[src/sbe_map.vh]
`ifndef SBE_MAP_VH
`define SBE_MAP_VH
// Register byte addresses on the AXI4-Lite bus
`define SBE_ADDR_STATUS 4'h0
`define SBE_ADDR_ENABLE 4'h4
`define SBE_ADDR_W 4
// Event bit positions, shared by status and enable
`define SBE_BIT_RX_SLIP 0
`define SBE_BIT_RX_UNDER 1
`define SBE_BIT_RX_OVER 2
`define SBE_BIT_TX_SLIP 5
`define SBE_BIT_TX_UNDER 6
`define SBE_BIT_TX_OVER 7
// Implemented bits (4 and 3 reserved, read as zero)
`define SBE_IMPL_MASK 8'hE7
`define SBE_RESET_VAL 8'h00
`define SBE_RESP_OKAY 2'h0
`define SBE_RESP_SLVERR 2'h2
`endif

[src/sbe_slip_event_status.v]
// Notes on behaviour
// RQ1: Status bit 1 records receive buffer underflow since last read.
// RQ2: Receive read while empty replays a frame and sets underflow flag.
// RQ3: Receive write while full drops a frame and sets overflow flag.
// RQ4: Status bit 0 sets on any receive replay or drop.
// RQ5: Status flags reset to zero, clear on read, also clear by write.
// RQ6: Software checks underflow or overflow flag to classify a slip.
// RQ7: Enable bit 7 gates transmit overflow interrupt.
// RQ8: Enable bit 6 gates transmit underflow interrupt.
// RQ9: Enable bit 5 gates transmit slip interrupt.
// RQ10: Enables: zero disables, one enables, reset zero, read/write.
// RQ11: Transmit read while empty repeats a frame and sets status.
// RQ12: Transmit write while full deletes a frame and sets status.
// RQ13: Status bit 7 holds transmit overflow, cleared on read.
// RQ14: Status bits 5 and 6 hold transmit slip and underflow.
// RQ15: Enable bits 2, 1, 0 gate receive overflow, underflow, slip.
// RQ16: Interrupt asserts while any enabled flag is set.
`timescale 1ns/10ps
`default_nettype none
`include "sbe_map.vh"
module sbe_slip_event_status (
    // Clock and reset
    input wire ref_clk,
    input wire rst_n,
    // Slip buffer events, one-cycle strobes from the buffer datapath
    input wire rxReadEmpty,
    input wire rxWriteFull,
    input wire txReadEmpty,
    input wire txWriteFull,
    // AXI4-Lite write address
    input wire [3:0] s_axi_awaddr,
    input wire s_axi_awvalid,
    output reg s_axi_awready,
    // AXI4-Lite write data
    input wire [31:0] s_axi_wdata,
    input wire [3:0] s_axi_wstrb,
    input wire s_axi_wvalid,
    output reg s_axi_wready,
    // AXI4-Lite write response
    output reg [1:0] s_axi_bresp,
    output reg s_axi_bvalid,
    input wire s_axi_bready,
    // AXI4-Lite read address
    input wire [3:0] s_axi_araddr,
    input wire s_axi_arvalid,
    output reg s_axi_arready,
    // AXI4-Lite read data
    output reg [31:0] s_axi_rdata,
    output reg [1:0] s_axi_rresp,
    output reg s_axi_rvalid,
    input wire s_axi_rready,
    // Interrupt request
    output reg slipIrq_q
);
    reg [7:0] enable_q;
    reg [3:0] awAddr_q;
    reg [31:0] wData_q;
    reg [3:0] wStrb_q;
    reg awHave_q;
    reg wHave_q;
    wire [7:0] flags;
    reg [7:0] setVec;
    reg [7:0] clrVec;
    wire wrFire;
    wire rdFire;

    // Word address match, low two byte bits ignored
    function addrIs;
        input [3:0] a;
        input [3:0] refAddr;
        begin
            addrIs = (a[3:2] == refAddr[3:2]);
        end
    endfunction

    // Write fires once both address and data are held
    assign wrFire = awHave_q && wHave_q && !s_axi_bvalid;
    assign rdFire = s_axi_arvalid && s_axi_arready;

    // Map buffer strobes onto event bits
    always @* begin
        setVec = 8'h00;
        setVec[`SBE_BIT_RX_UNDER] = rxReadEmpty; // [RQ1] [RQ2]
        setVec[`SBE_BIT_RX_OVER] = rxWriteFull; // [RQ3]
        setVec[`SBE_BIT_RX_SLIP] = rxReadEmpty | rxWriteFull; // [RQ4]
        setVec[`SBE_BIT_TX_UNDER] = txReadEmpty; // [RQ11] [RQ14]
        setVec[`SBE_BIT_TX_OVER] = txWriteFull; // [RQ12] [RQ13]
        setVec[`SBE_BIT_TX_SLIP] = txReadEmpty | txWriteFull; // [RQ14]
    end

    // Clear on status read, or write-one-to-clear on status write
    always @* begin
        clrVec = 8'h00;
        if (rdFire && addrIs(s_axi_araddr, `SBE_ADDR_STATUS)) begin
            clrVec = 8'hFF; // [RQ5]
        end
        if (wrFire && addrIs(awAddr_q, `SBE_ADDR_STATUS) && wStrb_q[0]) begin
            clrVec = clrVec | wData_q[7:0]; // [RQ5]
        end
    end

    sbe_event_flags u_flags (
        .ref_clk(ref_clk),
        .rst_n(rst_n),
        .setIn(setVec),
        .clearIn(clrVec),
        .flags_q(flags)
    );

    // Write channel: take address and data in either order, answer after both
    always @(posedge ref_clk or negedge rst_n) begin
        if (!rst_n) begin
            awHave_q <= 1'b0;
            wHave_q <= 1'b0;
            awAddr_q <= 4'h0;
            wData_q <= 32'h0000_0000;
            wStrb_q <= 4'h0;
            s_axi_awready <= 1'b0;
            s_axi_wready <= 1'b0;
            s_axi_bvalid <= 1'b0;
            s_axi_bresp <= `SBE_RESP_OKAY;
            enable_q <= `SBE_RESET_VAL;
        end else begin
            s_axi_awready <= !awHave_q && !s_axi_awready && !s_axi_bvalid;
            s_axi_wready <= !wHave_q && !s_axi_wready && !s_axi_bvalid;
            if (s_axi_awvalid && s_axi_awready) begin
                awHave_q <= 1'b1;
                awAddr_q <= s_axi_awaddr;
                s_axi_awready <= 1'b0;
            end
            if (s_axi_wvalid && s_axi_wready) begin
                wHave_q <= 1'b1;
                wData_q <= s_axi_wdata;
                wStrb_q <= s_axi_wstrb;
                s_axi_wready <= 1'b0;
            end
            if (wrFire) begin
                s_axi_bvalid <= 1'b1;
                awHave_q <= 1'b0;
                wHave_q <= 1'b0;
                if (addrIs(awAddr_q, `SBE_ADDR_ENABLE)) begin
                    // Reserved bits 4 and 3 are not stored
                    if (wStrb_q[0]) begin
                        enable_q <= wData_q[7:0] & `SBE_IMPL_MASK; // [RQ7] [RQ8] [RQ9] [RQ10] [RQ15]
                    end
                    s_axi_bresp <= `SBE_RESP_OKAY;
                end else if (addrIs(awAddr_q, `SBE_ADDR_STATUS)) begin
                    s_axi_bresp <= `SBE_RESP_OKAY;
                end else begin
                    s_axi_bresp <= `SBE_RESP_SLVERR;
                end
            end else if (s_axi_bvalid && s_axi_bready) begin
                s_axi_bvalid <= 1'b0;
            end
        end
    end

    // Read channel: one read at a time, data one cycle after acceptance
    always @(posedge ref_clk or negedge rst_n) begin
        if (!rst_n) begin
            s_axi_arready <= 1'b0;
            s_axi_rvalid <= 1'b0;
            s_axi_rdata <= 32'h0000_0000;
            s_axi_rresp <= `SBE_RESP_OKAY;
        end else begin
            s_axi_arready <= !s_axi_rvalid && !s_axi_arready;
            if (rdFire) begin
                s_axi_arready <= 1'b0;
                s_axi_rvalid <= 1'b1;
                s_axi_rresp <= `SBE_RESP_OKAY;
                if (addrIs(s_axi_araddr, `SBE_ADDR_STATUS)) begin
                    // Returns the value before the read clears it
                    s_axi_rdata <= {24'h000000, flags}; // [RQ5]
                end else if (addrIs(s_axi_araddr, `SBE_ADDR_ENABLE)) begin
                    s_axi_rdata <= {24'h000000, enable_q}; // [RQ10]
                end else begin
                    s_axi_rdata <= 32'h0000_0000;
                    s_axi_rresp <= `SBE_RESP_SLVERR;
                end
            end else if (s_axi_rvalid && s_axi_rready) begin
                s_axi_rvalid <= 1'b0;
            end
        end
    end

    // Interrupt follows flags one cycle later, registered for a clean output
    always @(posedge ref_clk or negedge rst_n) begin
        if (!rst_n) begin
            slipIrq_q <= 1'b0;
        end else begin
            slipIrq_q <= |(flags & enable_q); // [RQ16] [RQ7] [RQ8] [RQ9] [RQ15]
        end
    end
endmodule
`default_nettype wire

[src/sbe_event_flags.v]
`timescale 1ns/10ps
`default_nettype none
`include "sbe_map.vh"
// Sticky event flags with clear on read or write-one-to-clear
module sbe_event_flags (
    // Clock and reset
    input wire ref_clk,
    input wire rst_n,
    // Events and clears
    input wire [7:0] setIn,
    input wire [7:0] clearIn,
    // State
    output reg [7:0] flags_q
);
    // Set wins over clear so a same-cycle event is never lost
    always @(posedge ref_clk or negedge rst_n) begin
        if (!rst_n) begin
            flags_q <= `SBE_RESET_VAL;
        end else begin
            flags_q <= ((flags_q & ~clearIn) | setIn) & `SBE_IMPL_MASK; // [RQ5]
        end
    end
endmodule
`default_nettype wire

[config.mk]
export PLATFORM = sky130hd
export DESIGN_NAME = sbe_slip_event_status
export DESIGN_NICKNAME = d
export VERILOG_FILES = /design/src/sbe_slip_event_status.v /design/src/sbe_event_flags.v
export VERILOG_INCLUDE_DIRS = /design/src /design/src/src
export SDC_FILE = /design/constraint.sdc
export NUM_CORES = 1
export LEC_CHECK = 0
export BUFFER_PORTS_ARGS = -buffer_cell sky130_fd_sc_hd__buf_4
export CORE_MARGIN = 8
export CORE_UTILIZATION = 30
export CTS_CLUSTER_DIAMETER = 60
export DETAILED_ROUTE_END_ITERATION = 10
export PLACE_DENSITY = 0.61
export SLEW_MARGIN = 20
export SYNTH_ARGS = -nofsm -noshare
export SYNTH_HDL_FRONTEND = slang
export SYNTH_HIERARCHICAL = 1
export SYNTH_SLANG_ARGS = --single-unit
export TNS_END_PERCENT = 20
[constraint.sdc]
create_clock -name ref_clk -period 1.7 [get_ports ref_clk]
set_clock_uncertainty 0.2 [all_clocks]
set_input_delay 0.425 -clock ref_clk [delete_from_list [all_inputs] [get_ports ref_clk]]
set_output_delay 0.425 -clock ref_clk [all_outputs]
set_load 0.03 [all_outputs]
* Word-level counts from Yosys, hierarchy flattened
Cells that the tools add are included.
** Storage, ports and cells
- Flip-flop bits (word level) :: 69
- Logic and storage cells :: 74
- Output and inout port bits :: 42
- Input port bits :: 55
** Cells by class
- Bitwise logic cells :: 7
- Muxes and demuxes :: 19
- Eq/ne operators :: 2
- Reductions and logical operators :: 30
** Operator list (number)
- $mux W8 :: 4
- $and A8 B8 Y8 :: 2
- $or A8 B8 Y8 :: 2
- $logic_and A1 B1 Y1 :: 15
- $mux W1 :: 11
- $mux W2 :: 4
- $not A8 Y8 :: 1
- $reduce_bool A2 Y1 :: 4
- $reduce_or A8 Y1 :: 1
- $logic_not A1 Y1 :: 7
- $eq A2 B1 Y1 const B :: 2
- $logic_not A2 Y1 :: 2
- $reduce_and A3 Y1 :: 1
- $or A1 B1 Y1 :: 2

* Logic depth before layout (Yosys ltp)
Gate-level depths: netlist (run 1).
- Word-level depth :: 8
- Depth in mapped cells :: 5
- Gate-level depth less buffers :: 5

* Hierarchy
The synthesis (run 1) kept the hierarchy.
** Modules (own cells, without submodules)
- sbe_slip_event_status :: sequential area each 875.8 µm², times used 1, cells an instance 138, area an instance 1682.9 µm²
- sbe_event_flags :: sequential area each 150.1 µm², times used 1, cells an instance 21, area an instance 236.5 µm²

* Least setup slack after synthesis (run 1)
No wires, ideal clock.
- Path kind :: reg2reg
- Start point :: register s_axi_bvalid
- End point :: register u_flags.flags_q[0]
- Stages on the path, launching flop included :: 6
- Slack :: -0.128 ns
- Arrival time :: 1.510 ns
- Path buffers :: 0
- Period minus slack after synthesis :: 1.828 ns
- Required time :: 1.382 ns
- Library setup time :: 0.118 ns
- Path through :: dfrtp_1 -> nand3b_4 -> nor4b_4 -> a21o_2 -> inv_1 -> a21o_1
** On the way
- Cells in the longest elaborated chain, start to end :: 8
** Ends and longest elaborated chain
- start: declaration :: line sbe_slip_event_status.v:41 : output reg s_axi_bvalid,
- start signal: assignment :: line sbe_slip_event_status.v:120 : s_axi_bvalid <= 1'b0;
- start signal: assignment :: line sbe_slip_event_status.v:138 : s_axi_bvalid <= 1'b1;
- start signal: assignment :: line sbe_slip_event_status.v:153 : s_axi_bvalid <= 1'b0;
- $logic_not A1 Y1 :: line sbe_slip_event_status.v:77 : assign wrFire = awHave_q && wHave_q && !s_axi_bvalid;
- $logic_and A1 B1 Y1 :: line sbe_slip_event_status.v:77
- $logic_and A1 B1 Y1 (2 in a row) :: line sbe_slip_event_status.v:97 : if (wrFire && addrIs(awAddr_q, `SBE_ADDR_STATUS) && wStrb_q[0]) begin
- $mux W8 :: line sbe_slip_event_status.v:97
- via clrVec[0] :: line sbe_slip_event_status.v:63 : reg [7:0] clrVec;
- $not A8 Y8 :: line sbe_event_flags.v:20 : flags_q <= ((flags_q & ~clearIn) | setIn) & `SBE_IMPL_MASK;
- $and A8 B8 Y8 :: line sbe_event_flags.v:20
- $or A8 B8 Y8 :: line sbe_event_flags.v:20
- end signal: assignment :: line sbe_event_flags.v:18 : flags_q <= `SBE_RESET_VAL;
- end signal: assignment :: line sbe_event_flags.v:20
- end: declaration :: line sbe_event_flags.v:13 : output reg [7:0] flags_q
The timed path passes the listed nets, and every way through them passes these cells.
A chain may end at the register's enable or synchronous reset.

* Final worst setup path (run 1)
- Start point :: register s_axi_bvalid
- End point :: output port s_axi_bvalid
No word-level cell between the ends.

==> metrics.md, run 1 <==
| Metric | Value |
|---|---|
| Vias | 1,137 |
| Initial Util | 0.309 |
| Global-route wire length before repair | 5750 um |
| Post-Route WL | 3510 um |
| Inserted Clock Buffers | 5 |
| RSZ-0062 raised after global routing | no |
| Storage element area | 977 um^2 |
| CTS tree | built |
| Layout area overhead | 23.0% |
| Final ANT Viol Nets | 0 |
| CP Launch Point | s_axi_bvalid$_DFFE_PN0P_ |
| Avg Cell Area, Syn | 12.0 um^2 |
| Clk sinks | 39 |
| Die area | 8850 um^2 |
| Clk pin slew, worst setup/hold paths | 70 ps |
| Post-CTS sizing | 0 |
| Largest net degree at the start of global routing | 40 |
| GRT Overall Usage | 0.0836 |
| Drt wl/cell | 12.7 um |
| DRC errors left | 0 |
| Min Clock Period, post-route | 1620 ps |
| Crit path max fanout | 4 |
| Die width | 94.1 um |
| PortBufs | 37 |
| Chip Height | 94.1 um |
| Nets | 257 |
| Core ar. | 5920 um^2 |
| Root buf cell | clkbuf_8 |
| # rows | 28 |
| Crit path to | s_axi_bvalid |
| Ant. Diodes | 0 |
| Final instance area | 2250 um^2 |
| Clk Latency, worst-skew pair | 290 ps |
| Dpl hpwl | 2740 um |
| Ys Warns | 6 |
| Outcome | finished, final reports clean |
| Final hold violation count | 0 |
| Max_cap viols | 0 |
| Commonest non-fill, non-tap cell in the layout | buf_4 |
| R2R Setup Slk | 80 ps |
| Worst Path Class, Setup | reg2out |
| Final setup fails | 0 |
| Share of cells above drive strength 1 | 0.411 |
| Startpoint types | register |
| Crit path capture type | output port |
| Max Freq | 617 MHz |
| Pwr Density | 1620 nW/um^2 |
| Required time of the critical path | 1070 ps |
| Hold/Removal Path Class | in2reg |
| Clock Path Buffers | 2 |
| VDD IR max | 0.642 mV |
| Number of I/O pins | 97 |
| Placed inst area | 2140 um^2 |
| Commonest cells after routing, fill and taps aside | buf_4, dfrtp_1, conb_1, mux2_2, nand2_1 |
| Vias in the first global route | 1,212 |
| Period utilisation layout | 0.953 |
| Fin. max-slew vios | 0 |
| Leak | 1.12 nW |
| GP Congestion | 0.696 |
| Area of the multi-input gates | 697 um^2 |
| R2r endpoint | u_flags/flags_q[2]$_DFF_PN0_ |
| H-tree depth | 2 |
| Iter 0 DRT Violations | 27 |
| Gr ovfl total | 0 |
| FF-to-FF Start | s_axi_bvalid$_DFFE_PN0P_ |
| Sum Neg Setup Slack | 0 ps |
| Post-Synthesis Cells | 153 |
| Post-Syn Area | 1830 um^2 |
| Vias/cell | 4.10 |
| Worst Path Arrival | 990 ps |
| Layout filler cell count | 594 |
| FF-to-FF path depth | 6 |
| Drt first pass iters | 4 |
| Hold path depth | 2 |
| Initial antenna violation count | 0 |
routing by layer:
metal | routed length, um | share of wire | up-vias | GRT usage
li1 | - | - | 552 | -
met2 | 1560 | 0.45 | 48 | 0.123
met5 | 0 | 0 | - | 0
met4 | 50 | 0.014 | 0 | 0.0396
met3 | 517 | 0.15 | 6 | 0.0520
met1 | 1380 | 0.39 | 531 | 0.0934
worst max-delay path, stage by stage (launching register included):
cell and delay [ps]:
dfrtp_2 400, buf_4 140, buf_4 160
worst min path at each step:
stage                             from                         end
after detailed placement         rst_n  s_axi_rdata[4]$_DFFE_PN0N_
after floorplan                  rst_n     awAddr_q[2]$_DFFE_PN0P_
final                     s_axi_bready    s_axi_bvalid$_DFFE_PN0P_
after global routing      s_axi_bready    s_axi_bvalid$_DFFE_PN0P_
after global placement           rst_n  s_axi_rdata[4]$_DFFE_PN0N_
after CTS                 s_axi_bready    s_axi_bvalid$_DFFE_PN0P_
state kept, by name, summed over array words and instances (netlist names), 2 cells and up:
name and count:
awAddr_q 2, s_axi_rdata 8, u_flags/flags_q 6, enable_q 6, wData_q 6
power by group:
part | internal, W | switching, W | leakage, nW
registers | 0.00130 | 0.000290 | 0.462
logic | 0.000658 | 0.000775 | 0.607
clock network | 0.000318 | 0.000298 | 0.0470
stage by stage:
stage               total power (W)  cells   util  setup WS, ps  hold WS [ps]
CTS                         0.00368    275  0.377          62.2          93.5
floorplan                   0.00255    179      -          20.1         -70.6
detailed placement          0.00304    267  0.361          84.8           228
global placement            0.00301    267  0.361          90.2           232
finish                      0.00364    277  0.380          80.5           105
global route                0.00390    277  0.380          1.63           105
layout make-up:
class	instances	area share
clock buffers	6	0.0367
well taps	75	0.0417
inverters	9	0.0150
repair buffers	46	0.160
clock inverters	1	0.00222
multi-input cells	101	0.310
flip-flops and latches	39	0.434
repair_timing:
action	CTS	global route
hold endpoints to repair	39	0
hold buffers	1	0
endpoints found under the setup margin	0	2
buffers inserted	0	2
(Power assumes the default switching activity.)
==> run 2: changes to the inputs <==
BUFFER_PORTS_ARGS = not set   (was -buffer_cell sky130_fd_sc_hd__buf_4)
CORE_MARGIN = not set   (was 8)
DONT_BUFFER_PORTS = 1   (was not set)
PLACE_DENSITY = 0.47   (was 0.61)
clock period = 1.4 ns   (was 1.7 ns; I/O delays follow)
==> run 2 against run 1 <==
  * The flow now finishes with violations (negative hold slack, negative setup slack)
  * Final cell count is 7.9% lower
  * Non-clock buffer count is 22 lower
  * Sequential power is 42% higher
  * Combinational power is 9.8% lower
  * Final area is 5.5% lower
  * First-iteration DRC count is 130% higher
  * Setup slack worse by 270 ps
  * Die area is 28% lower
  * Clock power is 12% higher
  * Register-to-register slack worse by 270 ps
  * Global-route usage is 3.1 points higher
  * Power is 16% higher
  * Critical endpoint is now u_flags/flags_q[5]$_DFF_PN0_
  * Largest cell class unchanged
==> metrics.md, run 2 (synthesized netlist as in run 1, its figures left out) <==
| Metric | Value |
|---|---|
| Drt first pass iters | 5 (+1) |
| Clk sinks | 39 (unchanged) |
| Worst Path Class, Setup | reg2reg |
| Commonest non-fill, non-tap cell in the layout | dfrtp_1 |
| Crit path capture type | register |
| H-tree depth | 2 (unchanged) |
| Global-route wire length before repair | 5430 um (-5.6%) |
| Drt wl/cell | 13.1 um (+3.3%) |
| Layout filler cell count | 594 (unchanged) |
| Root buf cell | clkbuf_8 |
| Layout area overhead | 16.3% |
| Period utilisation layout | 1.14 |
| Worst-path cell with the longest stage delay | dfrtp_2 |
| Number of I/O pins | 97 (unchanged) |
| Outcome | finished with violations |
| Pwr Density | 1990 nW/um^2 (+23%) |
| Max Freq | 628 MHz |
| Fin. max-slew vios | 0 (unchanged) |
| FF-to-FF path depth | 6 (unchanged) |
| Die width | 80.1 um (-15%) |
| Post-Route WL | 3340 um (-4.9%) |
| Required time of the critical path | 1370 ps (+300 ps) |
| Worst-path cell chain | nand3b_4 > nor4b_4 > buf_4 > a21o_2 > inv_2 > a21o_1 |
| Largest register FFs | 8 (unchanged) |
| Chip Height | 80.1 um (-15%) |
| Max stage delay on crit path | 400 ps (about the same) |
| Min Clock Period, post-route | 1590 ps |
| Placed inst area | 1890 um^2 (-11%) |
| Ant. Diodes | 0 (unchanged) |
| # rows | 28 (unchanged) |
| CTS tree | built |
| Failing checks | negative hold slack, negative setup slack |
| Dpl hpwl | 2470 um (-9.8%) |
| R2r endpoint | u_flags/flags_q[5]$_DFF_PN0_ |
| Initial Util | 0.311 (+0.00184) |
| Hold/Removal Path Class | in2async |
| RSZ-0062 raised after global routing | yes |
| Crit path max fanout | 6 (+2) |
| Inserted Clock Buffers | 5 (unchanged) |
| Startpoint types | register |
| Final hold violation count | 39 (+39) |
| Commonest cells after routing, fill and taps aside | dfrtp_1, conb_1, mux2_2, dlygate4sd3_1 |
| Final instance area | 2130 um^2 (-5.5%) |
| DRC errors left | 0 (unchanged) |
| Hold WS | -444 ps (-549 ps) |
| Vias/cell | 4.33 (+5.6%) |
| GRT Overall Usage | 0.115 (+0.0315) |
| Nets | 235 (-8.6%) |
| Initial antenna violation count | 0 (unchanged) |
| Largest register by flop count | s_axi_rdata |
| FF-to-FF Start | s_axi_bvalid$_DFFE_PN0P_ |
| Final ANT Viol Nets | 0 (unchanged) |
| Core Util, Final | 0.361 (-0.0186) |
| GP Congestion | 0.723 (+3.9%) |
| Vias in the first global route | 1,147 (-5.4%) |
| R2R Setup Slk | -190 ps (-270 ps) |
| PortBufs | 0 (-100%) |
| Leak | 1.01 nW (-9.5%) |
| Vias | 1,105 (-2.8%) |
| Clk pin slew, worst setup/hold paths | 70 ps (about the same) |
| Share of cells above drive strength 1 | 0.306 (-0.105) |
| Clk Latency, worst-skew pair | 280 ps (about the same) |
| Setup ws final | -192 ps (-273 ps) |
| Core ar. | 5890 um^2 (-0.59%) |
| Final setup fails | 13 (+13) |
| Total power | 0.00424 W (+16%) |
| Max_cap viols | 0 (unchanged) |
| VDD IR max | 0.798 mV (+24%) |
| Iter 0 DRT Violations | 62 (+130%) |
| Worst Path Arrival | 1570 ps (+580 ps) |
| Gr ovfl total | 0 (unchanged) |
| Largest net degree at the start of global routing | 40 (unchanged) |
| Clock Path Buffers | 2 (unchanged) |
| Die area | 6410 um^2 (-28%) |
-- run 2: cell types whose count changed in the layout (fill, tap and decap cells not counted), moves of 2 or more --
cell,before,now
mux2_2,17,11
mux2_4,0,6
inv_1,9,5
inv_2,0,4
clkbuf_1,0,2
buf_4,44,9
buf_6,0,5
dlygate4sd3_1,1,10
-- run 2: what timing repair did --
action | in CTS | in global routing
hold buffers | 9 | 1
resized for setup | 10 | 6
pin swaps | 1 | 0
setup endpoints to repair | 15 | 22
gates cloned | 0 | 0
endpoints found under the hold margin | 48 | 40
buffers inserted | 2 | 0
-- run 2: worst max-delay path: cells and delay by family, from the launching register on --
family          cells  cell delay [ps]
flops               1              400
simple gates        2              400
compound gates      2              270
buf+inv             2              210
-- run 2: how the worst max path moves through the flow --
stage                                         endpoint                     start  depth (start not counted)  slack (ps)
after CTS                 u_flags/flags_q[1]$_DFF_PN0_  s_axi_bvalid$_DFFE_PN0P_                          6        -200
final                     u_flags/flags_q[5]$_DFF_PN0_  s_axi_bvalid$_DFFE_PN0P_                          6        -190
after detailed placement       enable_q[1]$_DFFE_PN0P_  s_axi_bvalid$_DFFE_PN0P_                          3        -230
after floorplan           u_flags/flags_q[0]$_DFF_PN0_  s_axi_bvalid$_DFFE_PN0P_                          5        -260
after global routing      u_flags/flags_q[5]$_DFF_PN0_  s_axi_bvalid$_DFFE_PN0P_                          6        -250
after global placement         enable_q[5]$_DFFE_PN0P_  s_axi_bvalid$_DFFE_PN0P_                          3        -210
-- run 2: final cells by class --
cell class                      instances  area [um^2]  share of cell area
Multi-Input combinational cell        101          722               0.339
Tap cell                               75         93.8              0.0441
Inverter                                9         33.8              0.0159
Clock buffer                            7         76.3              0.0359
Sequential cell                        39          977               0.459
Timing Repair Buffer                   24          224               0.105
-- run 2: power by group --
group          leakage, nW  internal (W)  switching, W
clock network       0.0383      0.000343      0.000348
registers            0.462       0.00158      0.000681
logic                0.510      0.000694      0.000591
total                 1.01       0.00262       0.00162
-- run 2: metrics by stage --
stage | setup slack (ps) | cells | TNS, ps
after global routing | -253 | 255 | -2540
after global placement | -209 | 236 | -2250
after CTS | -200 | 254 | -1940
after detailed placement | -232 | 236 | -2440
final | -192 | 255 | -1840
after floorplan | -258 | 179 | -3190
-- run 2: metal layers --
layer | wire, um | track usage | vias up
met5 | 0 | 0 | -
met4 | 54 | 0.0482 | 0
met3 | 330 | 0.0489 | 7
met2 | 1520 | 0.186 | 48
met1 | 1430 | 0.133 | 535
li1 | - | - | 515
